$ cat src/hdl/flash_self_program_pkg.sv
// Purpose: Shared constants for the flash self-programming controller
// Assumes: 8-bit control register reached over a 32-bit APB word
// Notes: Command codes occupy the low five control bits

package flash_self_program_pkg;

  // ----------------------------------------
  // Register map
  // ----------------------------------------
  localparam logic [7:0] CTRL_OFFSET = 8'h00;
  localparam logic [7:0] CTRL_RESET = 8'h00;

  // ----------------------------------------
  // Control field positions
  // ----------------------------------------
  localparam int IE_BIT = 7;
  localparam int BUSY_BIT = 6;
  localparam int RES_BIT = 5;
  localparam int REEN_BIT = 4;
  localparam int LOCK_BIT = 3;
  localparam int WR_BIT = 2;
  localparam int ER_BIT = 1;
  localparam int EN_BIT = 0;

  // ----------------------------------------
  // Command codes
  // ----------------------------------------
  localparam logic [4:0] CODE_NONE = 5'h00;
  localparam logic [4:0] CODE_REENABLE = 5'h11;
  localparam logic [4:0] CODE_LOCKSET = 5'h09;
  localparam logic [4:0] CODE_WRITE = 5'h05;
  localparam logic [4:0] CODE_ERASE = 5'h03;
  localparam logic [4:0] CODE_LOAD = 5'h01;

  // ----------------------------------------
  // Timing in clock cycles
  // ----------------------------------------
  localparam logic [2:0] ARM_WINDOW_CYC = 3'h4;
  localparam logic [2:0] LPM_WINDOW_CYC = 3'h3;

  // ----------------------------------------
  // Values
  // ----------------------------------------
  localparam logic [15:0] APP_RESET_VECTOR = 16'h0000;
  localparam logic [15:0] ERASED_WORD = 16'hffff;
  localparam logic [1:0] ZSEL_FUSE_LOW = 2'h0;
  localparam logic [1:0] ZSEL_LOCK = 2'h1;
  localparam logic [1:0] ZSEL_FUSE_EXT = 2'h2;
  localparam logic [1:0] ZSEL_FUSE_HIGH = 2'h3;

  typedef enum logic [1:0] {ST_IDLE, ST_ARMED, ST_BUSY} seq_state_t;

endpackage : flash_self_program_pkg

$ cat src/hdl/flash_self_program_control.sv
// Purpose: Arms and runs flash self-programming commands from the core
// Assumes: Core strobes, fuses and flash macro share clk_sys
// Notes: Control register at APB offset 0x00, zero wait states
//
// The APB slave port and the register offsets were decided locally.

`timescale 1ns/1ns

module flash_self_program_control
  import flash_self_program_pkg::*;
#(
  parameter int PAGE_WORD_BITS = 6,
  parameter int RWW_PAGE_COUNT = 224,
  parameter logic [15:0] BOOT_START_WORD = 16'h3800
) (
  // Clock and reset
  input wire logic clk_sys,
  input wire logic srst,
  // APB slave
  input wire logic psel,
  input wire logic penable,
  input wire logic pwrite,
  input wire logic [7:0] paddr,
  input wire logic [31:0] pwdata,
  output logic [31:0] prdata,
  output logic pready,
  output logic pslverr,
  // Core side
  input wire logic spmStrobe,
  input wire logic lpmStrobe,
  input wire logic [15:0] zPointer,
  input wire logic [15:0] wordData,
  input wire logic globalIntEnable,
  output logic [7:0] lpmData,
  output logic lpmValid,
  output logic cpuHalt,
  output logic readyIrq,
  output logic sectionBusy,
  output logic [15:0] resetVector,
  // Fuses and lock bits
  input wire logic bootVectorFuse,
  input wire logic [7:0] fuseLow,
  input wire logic [7:0] fuseHigh,
  input wire logic [7:0] fuseExt,
  input wire logic [7:0] lockBits,
  output logic lockProgram,
  output logic [7:0] lockData,
  // EEPROM interlock
  input wire logic eepromBusy,
  // Flash macro
  input wire logic flashDone,
  output logic flashErase,
  output logic flashWrite,
  output logic [14-PAGE_WORD_BITS:0] flashPage,
  input wire logic [PAGE_WORD_BITS-1:0] bufReadAddr,
  output logic [15:0] bufReadData
);

  // ----------------------------------------
  // Sizes and helpers
  // ----------------------------------------
  localparam int PAGE_BITS = 15 - PAGE_WORD_BITS;
  localparam int PAGE_WORDS = 1 << PAGE_WORD_BITS;
  localparam logic [PAGE_BITS-1:0] RWW_LIMIT = PAGE_BITS'(RWW_PAGE_COUNT);

  function automatic logic isValidCode(input logic [4:0] code);
    isValidCode = (code == CODE_REENABLE) || (code == CODE_LOCKSET) ||
                  (code == CODE_WRITE) || (code == CODE_ERASE) || (code == CODE_LOAD);
  endfunction : isValidCode

  function automatic logic [PAGE_BITS-1:0] pageOf(input logic [15:0] z);
    pageOf = z[15:PAGE_WORD_BITS+1];
  endfunction : pageOf

  function automatic logic inRww(input logic [PAGE_BITS-1:0] page);
    inRww = page < RWW_LIMIT;
  endfunction : inRww

  // ----------------------------------------
  // State
  // ----------------------------------------
  seq_state_t state_reg, state_next;
  logic [4:0] cmd_reg, cmd_next;
  logic ie_reg, ie_next;
  logic busy_reg, busy_next;
  logic halt_reg, halt_next;
  logic [2:0] armCnt_reg, armCnt_next;
  logic [PAGE_BITS-1:0] page_reg, page_next;
  logic [PAGE_WORDS-1:0] bufValid_reg, bufValid_next;
  logic [15:0] bufMem [PAGE_WORDS];
  logic bufWrite;
  logic [PAGE_WORD_BITS-1:0] bufWrIdx;
  logic eraseNext, writeNext, lockNext;
  logic [7:0] lockData_next;
  logic lpmValidNext;
  logic [7:0] lpmData_next;
  logic apbSetup, ctrlHit, ctrlWrite;
  logic [7:0] ctrlView;
  logic [31:0] prdata_next;

  // ----------------------------------------
  // Bus decode
  // ----------------------------------------
  assign apbSetup = psel && !penable;
  assign ctrlHit = (paddr == CTRL_OFFSET);
  assign ctrlWrite = psel && penable && pready && pwrite && ctrlHit;
  assign ctrlView = {ie_reg, busy_reg, 1'b0, cmd_reg};
  assign bufWrIdx = zPointer[PAGE_WORD_BITS:1];

  always_comb begin
    prdata_next = prdata;
    if (apbSetup) begin
      prdata_next = (ctrlHit && !pwrite) ? {24'h000000, ctrlView} : 32'h00000000;
    end
  end

  // ----------------------------------------
  // Command sequencer
  // ----------------------------------------
  always_comb begin
    state_next = state_reg;
    cmd_next = cmd_reg;
    ie_next = ie_reg;
    busy_next = busy_reg;
    halt_next = halt_reg;
    armCnt_next = armCnt_reg;
    page_next = page_reg;
    bufValid_next = bufValid_reg;
    bufWrite = 1'b0;
    eraseNext = 1'b0;
    writeNext = 1'b0;
    lockNext = 1'b0;
    lockData_next = lockData;
    lpmValidNext = 1'b0;
    lpmData_next = lpmData;
    if (ctrlWrite) begin
      ie_next = pwdata[IE_BIT];
    end
    case (state_reg)
      ST_IDLE, ST_ARMED: begin
        if (ctrlWrite) begin
          if (pwdata[REEN_BIT]) begin
            bufValid_next = '0;
          end
          if (!eepromBusy && isValidCode(pwdata[4:0])) begin
            cmd_next = pwdata[4:0];
            armCnt_next = 3'h0;
            state_next = ST_ARMED;
          end else if (state_reg == ST_ARMED) begin
            cmd_next = CODE_NONE;
            state_next = ST_IDLE;
          end
        end else if (state_reg == ST_ARMED) begin
          if (spmStrobe && !eepromBusy) begin
            case (cmd_reg)
              CODE_LOAD: begin
                bufWrite = 1'b1;
                bufValid_next[bufWrIdx] = 1'b1;
                busy_next = 1'b0;
                cmd_next = CODE_NONE;
                state_next = ST_IDLE;
              end
              CODE_ERASE, CODE_WRITE: begin
                page_next = pageOf(zPointer);
                if (inRww(pageOf(zPointer))) begin
                  busy_next = 1'b1;
                end else begin
                  halt_next = 1'b1;
                end
                eraseNext = (cmd_reg == CODE_ERASE);
                writeNext = (cmd_reg == CODE_WRITE);
                state_next = ST_BUSY;
              end
              CODE_LOCKSET: begin
                lockNext = 1'b1;
                lockData_next = wordData[7:0];
                state_next = ST_BUSY;
              end
              CODE_REENABLE: begin
                busy_next = 1'b0;
                bufValid_next = '0;
                cmd_next = CODE_NONE;
                state_next = ST_IDLE;
              end
              default: begin
                cmd_next = CODE_NONE;
                state_next = ST_IDLE;
              end
            endcase
          end else if (lpmStrobe && cmd_reg == CODE_LOCKSET && armCnt_reg < LPM_WINDOW_CYC) begin
            if (!eepromBusy) begin
              lpmValidNext = 1'b1;
              case (zPointer[1:0])
                ZSEL_LOCK: lpmData_next = lockBits;
                ZSEL_FUSE_EXT: lpmData_next = fuseExt;
                ZSEL_FUSE_HIGH: lpmData_next = fuseHigh;
                default: lpmData_next = fuseLow;
              endcase
            end
            cmd_next = CODE_NONE;
            state_next = ST_IDLE;
          end else if (armCnt_reg == ARM_WINDOW_CYC - 3'h1) begin
            cmd_next = CODE_NONE;
            state_next = ST_IDLE;
          end else begin
            armCnt_next = armCnt_reg + 3'h1;
          end
        end
      end
      ST_BUSY: begin
        // Control writes only reach the interrupt enable bit here
        if (flashDone) begin
          if (cmd_reg == CODE_WRITE) begin
            bufValid_next = '0;
          end
          cmd_next = CODE_NONE;
          halt_next = 1'b0;
          state_next = ST_IDLE;
        end
      end
      default: begin
        cmd_next = CODE_NONE;
        state_next = ST_IDLE;
      end
    endcase
  end

  // ----------------------------------------
  // Registers
  // ----------------------------------------
  always_ff @(posedge clk_sys) begin
    if (srst) begin
      state_reg <= ST_IDLE;
      cmd_reg <= CTRL_RESET[4:0];
      ie_reg <= CTRL_RESET[IE_BIT];
      busy_reg <= CTRL_RESET[BUSY_BIT];
      halt_reg <= 1'b0;
      armCnt_reg <= 3'h0;
      page_reg <= '0;
      bufValid_reg <= '0;
      prdata <= 32'h00000000;
      pready <= 1'b0;
      pslverr <= 1'b0;
      lpmData <= 8'h00;
      lpmValid <= 1'b0;
      cpuHalt <= 1'b0;
      readyIrq <= 1'b0;
      sectionBusy <= 1'b0;
      resetVector <= APP_RESET_VECTOR;
      lockProgram <= 1'b0;
      lockData <= 8'h00;
      flashErase <= 1'b0;
      flashWrite <= 1'b0;
      flashPage <= '0;
    end else begin
      state_reg <= state_next;
      cmd_reg <= cmd_next;
      ie_reg <= ie_next;
      busy_reg <= busy_next;
      halt_reg <= halt_next;
      armCnt_reg <= armCnt_next;
      page_reg <= page_next;
      bufValid_reg <= bufValid_next;
      prdata <= prdata_next;
      pready <= apbSetup;
      pslverr <= apbSetup && !ctrlHit;
      lpmData <= lpmData_next;
      lpmValid <= lpmValidNext;
      cpuHalt <= halt_next;
      readyIrq <= ie_next && globalIntEnable && !cmd_next[EN_BIT];
      sectionBusy <= busy_next;
      // Fuse is an input only; nothing here can alter it
      resetVector <= bootVectorFuse ? APP_RESET_VECTOR : BOOT_START_WORD;
      lockProgram <= lockNext;
      lockData <= lockData_next;
      flashErase <= eraseNext;
      flashWrite <= writeNext;
      flashPage <= page_next;
    end
  end

  // ----------------------------------------
  // Page buffer storage
  // ----------------------------------------
  always_ff @(posedge clk_sys) begin
    if (bufWrite) begin
      bufMem[bufWrIdx] <= wordData;
    end
    bufReadData <= bufValid_reg[bufReadAddr] ? bufMem[bufReadAddr] : ERASED_WORD;
  end

  logic quietArmed;
  assign quietArmed = (state_reg == ST_ARMED) && !spmStrobe && !lpmStrobe && !ctrlWrite;
endmodule : flash_self_program_control

$ cat config.mk
export PLATFORM = sky130hd
export DESIGN_NAME = flash_self_program_control
export DESIGN_NICKNAME = d
export VERILOG_FILES = /design/src/hdl/flash_self_program_pkg.sv /design/src/hdl/flash_self_program_control.sv
export SDC_FILE = /design/constraint.sdc
export NUM_CORES = 1
export LEC_CHECK = 0
export ABC_AREA = 1
export BUFFER_PORTS_ARGS = -buffer_cell sky130_fd_sc_hd__buf_2
export CAP_MARGIN = 20
export CELL_PAD_IN_SITES_DETAIL_PLACEMENT = 0
export CELL_PAD_IN_SITES_GLOBAL_PLACEMENT = 1
export CORE_UTILIZATION = 35
export DETAILED_ROUTE_END_ITERATION = 6
export PLACE_DENSITY_LB_ADDON = 0.2
export SYNTH_ARGS = -nofsm -noshare
export SYNTH_HDL_FRONTEND = slang
export SYNTH_SLANG_ARGS = --single-unit
$ cat constraint.sdc
create_clock -name clk_sys -period 4 [get_ports clk_sys]
set_clock_uncertainty 0.2 [all_clocks]
set_input_delay 0 -clock clk_sys [delete_from_list [all_inputs] [get_ports clk_sys]]
set_output_delay 0 -clock clk_sys [all_outputs]
set_load 0.01 [all_outputs]
# --- Yosys cells after proc, flatten, opt, wreduce, memory -nomap -nowiden ---
# Memories as Yosys holds them, arrays and structs flattened. A register that Yosys moved wholly into a read port is not among the register bits.
# Cells that the tools add are included.
word_totals:
  reg_bits: 157
  mem_bits_rw: 1024
  in_bits: 121
  output_inout_bits: 98
  elab_cells: 175
  mem_count: 1
memory_table:
  columns: ["name", "depth", "word_bits", "read_ports", "rd_clocked_by_memory_dff", "wr", "line", "source"]
  rows:
  - ["bufMem", 64, 16, 1, 1, 1, "flash_self_program_control.sv:90", "logic [15:0] bufMem [PAGE_WORDS];"]
op_classes:
  addsub: 1
  magnitude_cmp: 5
  eq_ne: 35
  mux: 60
  n_bitwise: 8
  reduce_logical: 45
ops:
  columns: ["op", "count"]
  rows:
  - ["64-bit two-way mux", 6]
  - ["64-bit one-hot mux with 2 select lines", 2]
  - ["64-bit bitwise OR", 1]
  - ["5-bit two-way mux", 9]
  - ["8-bit one-hot mux with 3 select lines", 1]
  - ["2-bit inequality test, second input constant", 10]
  - ["1-bit two-way mux", 19]
  - ["2-bit two-way mux", 9]
  - ["3-bit two-way mux", 6]
  - ["6-bit AND reduction", 3]
  - ["5-bit AND reduction", 3]
  - ["1-bit logical AND", 14]
  - ["6-bit by 7-bit less-than comparator with 1-bit output, second input constant", 2]
  - ["14-bit two-way mux", 1]
  - ["7-bit AND reduction", 2]
  - ["3-bit inequality test, second input constant", 4]
  - ["6-bit OR reduction", 2]
  - ["5-bit by 1-bit equality test with 1-bit output, second input constant", 2]
  - ["5-bit by 2-bit equality test with 1-bit output, second input constant", 2]
  - ["5-bit by 3-bit equality test with 1-bit output, second input constant", 2]
  - ["5-bit by 4-bit equality test with 1-bit output, second input constant", 2]
  - ["5-bit equality test, second input constant", 2]
  - ["5-bit one-hot mux with 2 select lines", 1]
  - ["9-bit by 8-bit less-than comparator with 1-bit output, second input constant", 1]
  - ["other kinds (25)", 48]

# --- Depth between registers and ports, before layout ---
# Gate-level depths: netlist (run 1).
logic_depth:
  ltp_word: 11
  ltp_mapped: 14
  ltp_nobuf: 12

# --- Worst setup path before layout (run 1) ---
# OpenSTA, ideal clock, no wires.
synth_timing:
  path_type: "flip-flop to flip-flop"
  start: "reg state_reg[0]"
  end: "mem bufMem[56][0], enable pin"
  setup_time_ns: 0.409
  arrival_time_ns: 2.309
  required_time_ns: 3.391
  path_slack_ns: 1.082
  stages_incl_launch_ff: 8
  n_path_buf: 1
  period_less_slack_ns: 2.918
  cell_sequence: "dfxtp_1 > inv_2 > nor2_1 > nand2_1 > nor2_2 > nand3_2 > buf_2 > nor3_1"
synth_between:
  elab_chain_len: 6
  word_cells_on_any_way: 8
  classes_between: "eq/ne (1); mux (5); reduce/logical (2)"
synth_rtl:
  columns: ["element", "line", "source"]
  rows:
  - ["start, declared", "flash_self_program_control.sv:82", "seq_state_t state_reg, state_next;"]
  - ["start signal, assigned", "flash_self_program_control.sv:256", "state_reg <= state_next;"]
  - ["2-bit by 1-bit equality test with 1-bit output", "flash_self_program_control.sv:139, flash_self_program_control.sv:153", null]
  - ["1-bit two-way mux", "flash_self_program_control.sv:153", "end else if (state_reg == ST_ARMED) begin"]
  - ["1-bit two-way mux", "flash_self_program_control.sv:141", "if (ctrlWrite) begin"]
  - ["1-bit two-way mux *", "flash_self_program_control.sv:139", "case (state_reg)"]
  - ["1-bit two-way mux *", "flash_self_program_control.sv:286", "if (bufWrite) begin"]
  - ["1-bit two-way mux (implied by the code) *", "flash_self_program_control.sv:287", "bufMem[bufWrIdx] <= wordData;"]
  - ["end, declared", "flash_self_program_control.sv:90", null]
# Mark *: on every way between the ends. The rest lies on a longest branch, timed or not.

# --- Worst setup path after layout (run 1) ---
layout_timing:
  start: "in bufReadAddr[1]"
  end: "reg bufReadData[7], read port of bufMem"
layout_between:
  elab_chain_len: 3
layout_rtl:
  columns: ["element", "line", "source"]
  rows:
  - ["start, declared", "flash_self_program_control.sv:55", "input wire logic [PAGE_WORD_BITS-1:0] bufReadAddr,"]
  - ["1-bit binary-select mux with 6-bit select", "flash_self_program_control.sv:289", "bufReadData <= bufValid_reg[bufReadAddr] ? bufMem[bufReadAddr] : ERASED_WORD;"]
  - ["1-bit two-way mux (implied by the code)", "flash_self_program_control.sv:289", null]
  - ["1-bit zero test (no line)", null, null]
  - ["end, declared", "flash_self_program_control.sv:56", "output logic [15:0] bufReadData"]
# Parallel ways exist; a longest one is shown, timed or not. The select of a mux whose other input is x is not followed.
# A chain may end at the register's enable or synchronous reset.

==> results of run 1 <==
## logic make-up after synthesis
kind of cell / after synthesis
flip-flops: 1157
other: 1
AO/OA/AOI/OAI: 163
adder cells (fa/ha/maj): 2
AND/OR/NAND/NOR: 2929
buffers and inverters: 450
## power by group
group / total, mW / switching [mW] / internal, mW
sequential: 13.2 / 0.0174 / 13.2
clock: 11.9 / 4.87 / 7.03
combinational: 1.73 / 1.25 / 0.477
total: 26.8 / 6.14 / 20.7
## per-stage QoR
| step | cell area (µm²) | total power, mW | util [%] | hold slack, ns |
|---|---|---|---|---|
| 2_1_floorplan | 49900 | 14.3 | - | -0.133 |
| 3_3_place_gp | 52500 | 15.1 | 37.1 | -0.0468 |
| 3_5_place_dp | 52500 | 15.1 | 37.1 | -0.0395 |
| 4_1_cts | 58200 | 27.1 | 41.1 | 0.0126 |
| 5_1_grt | 58200 | 27.7 | 41.2 | 0.0392 |
| 6_report | 58200 | 26.8 | 41.2 | 0.00863 |
## repair_timing
| item | CTS | global route |
|---|---|---|
| hold buffers | 143 | 0 |
| resized for setup | 0 | 1 |
| hold endpoints to repair | 1527 | 0 |
| endpoints found under the setup margin | 0 | 2 |
## worst max-delay path by stage
stage                   start        endpoint  slack [ns]  depth (start not counted)
6_report       bufReadAddr[1]  bufReadData[7]        0.16                         16
5_1_grt        bufReadAddr[1]  bufReadData[7]        0.01                         16
4_1_cts        bufReadAddr[1]  bufReadData[7]        0.19                         16
3_5_place_dp           pready  bufMem[42][15]        1.05                         10
3_3_place_gp           pready   bufMem[58][9]        1.06                         10
2_1_floorplan    state_reg[0]   bufMem[56][0]        1.08                          7
## per-layer routing
| metal | GRT usage [%] | share of wire (%) | vias to the layer above |
|---|---|---|---|
| li1 | - | - | 16700 |
| met1 | 29.5 | 46 | 17000 |
| met2 | 33.1 | 47 | 877 |
| met3 | 3.30 | 5.1 | 176 |
| met4 | 5.88 | 2.2 | 0 |
| met5 | 0 | 0 | - |
## worst max-delay path: cells and delay by family
family	cells	cell delay, ns
and+or+nand+nor	9	0.87
buffers and inverters	7	3.36
## layout make-up
cell class / instances / area [µm²] / area share (%)
sequential: 1157 / 33400 / 57.4
multi-input combinational: 3132 / 14300 / 24.6
clock buffer: 181 / 3690 / 6.34
timing repair buffer: 438 / 3460 / 5.95
tap: 1890 / 2360 / 4.06
clock inverter: 59 / 543 / 0.933
inverter: 108 / 434 / 0.746
antenna: 3 / 7.51 / 0.0129
## placed cells by master (no fill, tap or decap), types with 4 or more instances in the layout
master and n:
conb_1 38, o21ai_1 7, clkinv_2 14, edfxtp_1 1024, a21oi_1 40, nor2_4 6
nor2_2 40, a221oi_1 7, nor3_2 20, nand2_2 6, clkbuf_16 140, a21oi_2 60
dfxtp_1 133, buf_4 130, nor2_1 105, inv_2 5, inv_6 7, buf_2 149
nand2_1 1674, clkinv_1 31, o21ai_0 43, nand3_1 973, nor3_1 24, inv_1 96
nand3_2 66, bufinv_16 9, dlygate4sd3_1 143, nand4_1 5, buf_12 12, clkbuf_1 38
nor3_4 4
==> flow_summary.yaml, run 1 <==
clock_network:
  cts_tree: "yes"
  cts-root-buf: "clkbuf_16"
  insertion_delay_ns: 0.77
  cts_num_sinks: 1157
  post_cts_buffers: 0
  h-tree-depth: 4
  path_clk_slew_ns: 0.06
  cts_buffers: 134
  cts_buffer_depth: 3
logic_synthesis:
  synth_area_leader_cell: "edfxtp_1"
  ys_types: 34
  netlist_instances: 4702
  synth-simple-area-share_pct: 25.8
  synth_commonest_cells: "1674 x nand2_1, 1024 x edfxtp_1, 973 x nand3_1"
  ys_warn_count: 0
  synthArstFlopShare_pct: 0
  synthAdderAreaFrac_pct: 0.0503
  synth_top_family_by_area: "simple AND/OR/NAND/NOR gates"
  synth_area_leaders: "edfxtp_1 62%, nand2_1 13%, nand3_1 9.8%, dfxtp_1 5.3%, buf_2 1.6%"
  ys_seq_area_share_pct: 67.1
  synth_edf_count: 1024
  syn_avg_cell_area_um2: 10.6
  yosys.area_share.xor_xnor_pct: 0
  netlist_area_um2: 49800
  synth_top_area_share_pct: 61.8
  synth_most_common_cell: "nand2_1"
  synth_flop_cell: "edfxtp_1"
  synth-compound-area-share_pct: 2.16
  synthMuxAreaShare_pct: 0
  ys_seq_elements: 1157
worst_setup_path:
  r2r-end: "lpmData[2]"
  cp_common_cell: "nand2_1"
  critical_path_class: "in -> reg"
  cp-start-kind: "input pin"
  rr_worst_depth: 11
  cp_max_fo: 77
  cpPeakStageDelay_ns: 0.57
  ff2ff_setup_slack_ns: 0.32
  arrival_ns: 4.29
  end_kind: "flop"
  reg2reg_from: "cmd_reg[0]"
  slowest_stage: "dlygate4sd3_1"
  required_ns: 4.45
  path_cells: "dlygate4sd3_1 > buf_8 > inv_8 > buf_4 > nand3_1 > nand3_1 > nand2_1 > nand2_1 > nand3_1 > nand2_1 > nand2_1 > dlygate4sd3_1 > nand2_1 > dlygate4sd3_1 > nand2_1 > dlygate4sd3_1"
floorplanning:
  dieArea_um2: 144000
  start_util_pct: 35.2
  dieHeight_um: 379
  die_w_um: 379
  core_um2: 141000
  rows: 138
  io_pins: 219
sta:
  slew_headroom_pct: 22.5
  final.period_utilization_pct: 96.1
  setup_violations: 0
  fin_setup_tns_ns: 0
  period_needed_ns: 3.84
  hold_viol: 0
  rsz0062_at_grt: "false"
  report.final.slew_viol_count: 0
  fmax_ghz: 0.260
  tightest_slew_ns: 1.16
  layout_setup_ws_ns: 0.156
finish:
  stdcell_count: 6968
  area_growth_pct: 16.9
  num-fill-cells: 13600
  final_layout_size_suffix_gt1_share_pct: 13.5
  largest_register_ff_count: 1024
  fin_nets: 5094
routing:
  drt_wl_total_um: 151000
  initialDrtViolationCount: 2610
  wl_per_cell_um: 21.6
  routed_via_density: 4.98
  drcViolationCount: 0
  dr.pass1.iters: 5
  vias: 34700
  ant_nets: 0
placed_design:
  place_congestion: 0.822
  hpwl_um: 85600
  dp_cells: 6581
  port_buffers: 154
  post-place-ws_ns: 1.05
global_routing:
  grt_max_degree: 193
  grt_pass1_wl_um: 220000
  grt_pass1_vias: 32700
  grt_antenna_before_repair: 7
  grt_usage_pct: 20.9
  grt.overflow.total: 0
min_path:
  min_delay_worst_endpoint: "bufValid_reg[31]"
  min_path_type: "in -> reg"
  hold_depth: 11
  min-delay-start: "paddr[1]"
power_and_ir_drop:
  p_leak_nw: 21.4
  powerDensity_nw_per_um2: 461
  vdd_drop_max_uv: 332
outcome:
  status: "completed"
job:
  max_cap_viol_count: 0
Note: power is estimated with default switching activity, not from simulation.
==> run 2: changes to the inputs <==
--- a/config.mk
+++ b/config.mk
@@ -10,8 +10,9 @@
 export CAP_MARGIN = 20
 export CELL_PAD_IN_SITES_DETAIL_PLACEMENT = 0
 export CELL_PAD_IN_SITES_GLOBAL_PLACEMENT = 1
-export CORE_UTILIZATION = 35
+export CORE_UTILIZATION = 44
 export DETAILED_ROUTE_END_ITERATION = 6
+export HOLD_SLACK_MARGIN = 0.08
 export PLACE_DENSITY_LB_ADDON = 0.2
 export SYNTH_ARGS = -nofsm -noshare
 export SYNTH_HDL_FRONTEND = slang
==> run 2 against run 1 <==
Compared with the run above: clock power decreased by 5%; setup slack improved by 0.18 ns; clock-buffer cell count shrank 17; hold slack gained 0.11 ns; first-iteration DRC count increased by 21%.
==> flow_summary.yaml, run 2 (synthesized netlist as in run 1, its figures left out) <==
finish:
  num-fill-cells: 10100
  fin_nets: 5070
  layout_common_cells: "1674 x nand2_1, 1024 x edfxtp_1, 973 x nand3_1"
  final_area_um2: 57400
  stdcell_count: 6554
  area_growth_pct: 15.2
  final_common_cell: "nand2_1"
  largest_register_ff_count: 1024
  final_layout_size_suffix_gt1_share_pct: 13.4
worst_setup_path:
  arrival_ns: 4.12
  critPathCapture: "readyIrq"
  required_ns: 4.46
  path_cells: "dlygate4sd3_1 > buf_2 > dlygate4sd3_1 > nor2_2 > nand2_2 > nor2_4 > nand2_4 > buf_4 > o21ai_0 > dlygate4sd3_1 > nor2_1 > nand2_1 > dlygate4sd3_1 > nor2_1 > dlygate4sd3_1"
  reg2reg_from: "state_reg[0]"
  r2r-end: "bufMem[50][9]"
  critical_path_class: "in -> reg"
  cp_max_fo: 51
  rr_worst_depth: 8
  end_kind: "flop"
  slowest_stage: "dlygate4sd3_1"
  cp-start-kind: "input pin"
  cp_common_cell: "dlygate4sd3_1"
  ff2ff_setup_slack_ns: 0.53
  cpPeakStageDelay_ns: 0.59
  crit_start: "paddr[4]"
sta:
  final.period_utilization_pct: 91.5
  hold_viol: 0
  tightest_slew_ns: 1.07
  report.final.slew_viol_count: 0
  fin_setup_tns_ns: 0
  period_needed_ns: 3.66
  fmax_ghz: 0.273
  slew_headroom_pct: 28.7
  rsz0062_at_grt: "false"
  layout_setup_ws_ns: 0.338
  setup_violations: 0
power_and_ir_drop:
  p_total_mw: 26.1
  p_leak_nw: 21.2
  powerDensity_nw_per_um2: 455
  vdd_drop_max_uv: 362
floorplanning:
  core_um2: 112000
  rows: 123
  dieHeight_um: 338
  dieArea_um2: 115000
  io_pins: 219
  die_w_um: 338
  start_util_pct: 44.3
global_routing:
  grt_pass1_vias: 33000
  grt_pass1_wl_um: 212000
  grt_usage_pct: 24.4
  grt_max_degree: 179
  grt.overflow.total: 0
  grt_antenna_before_repair: 3
clock_network:
  path_clk_slew_ns: 0.06
  cts_buffer_depth: 3
  cts_num_sinks: 1157
  h-tree-depth: 3
  insertion_delay_ns: 0.71
  hold_buffers: 141
  cts_buffers: 121
  cts_tree: "yes"
  post_cts_buffers: 0
  cts_resized: 0
  cts-root-buf: "clkbuf_16"
routing:
  wl_per_cell_um: 21.5
  ant_nets: 0
  routed_via_density: 5.29
  drt_wl_total_um: 141000
  drcViolationCount: 0
  dr.pass1.iters: 6
  vias: 34700
  initialDrtViolationCount: 3160
outcome:
  status: "completed"
placed_design:
  port_buffers: 154
  dp_cells: 6182
  place_area_um2: 52000
  place_congestion: 0.793
  hpwl_um: 77800
  post-place-ws_ns: 1.04
job:
  max_cap_viol_count: 0
min_path:
  min_path_type: "in -> reg"
run 2: changes by cell type in the layout (fill, tap and decap cells not counted), sizes merged:
cell and delta:
dlygate4sd3 -2, clkbuf -17, diode -2, inv -4
clkinvlp +4, buf -9, bufinv +3, clkinv +3
run 2: worst max-delay path, delay by kind of cell:
kind                   cells  cell delay (ns)
AND/OR/NAND/NOR            7             0.52
buffers and inverters      7             3.45
AO/OA/AOI/OAI              1             0.15
run 2: cell type report:
class	instances	area (µm²)	area share, %
flip-flops and latches	1157	33400	58.2
multi-input cells	3132	14300	24.9
repair buffers	427	3410	5.94
clock buffers	164	3340	5.81
well taps	1500	1880	3.27
clock inverters	65	636	1.11
inverters	108	434	0.757
diodes	1	2.50	0.00436
run 2: stage by stage:
step / util, % / hold WS [ns]
global route: 51.1 / 0.120
CTS: 51.0 / 0.102
floorplan: - / -0.133
global placement: 46.2 / -0.0483
detailed placement: 46.3 / -0.0455
finish: 51.1 / 0.116
run 2: worst min-delay path by stage:
stage                         startpoint              end  slack, ns  cells past startpoint
after floorplan           bootVectorFuse  resetVector[12]      -0.13                      1
after global placement    bootVectorFuse  resetVector[12]      -0.05                      2
after detailed placement  bootVectorFuse  resetVector[12]      -0.05                      2
after CTS                   wordData[11]   bufMem[20][11]       0.10                      2
after global routing        wordData[11]   bufMem[20][11]       0.12                      2
final                       wordData[11]   bufMem[20][11]       0.12                      2
run 2: metal layers:
| metal | GRT usage [%] | up-vias | routed length [µm] |
|---|---|---|---|
| met4 | 6.20 | 0 | 3170 |
| met5 | 0 | - | 0 |
| li1 | - | 16600 | - |
| met2 | 40.1 | 1021 | 67600 |
| met1 | 34.1 | 16800 | 61800 |
| met3 | 3.57 | 191 | 8520 |
run 2: power by group:
group	total (mW)	switching (mW)	leakage (nW)	internal, mW
sequential	13.2	0.00789	10.3	13.1
combinational	1.69	1.22	9.00	0.471
clock	11.3	4.67	1.95	6.59
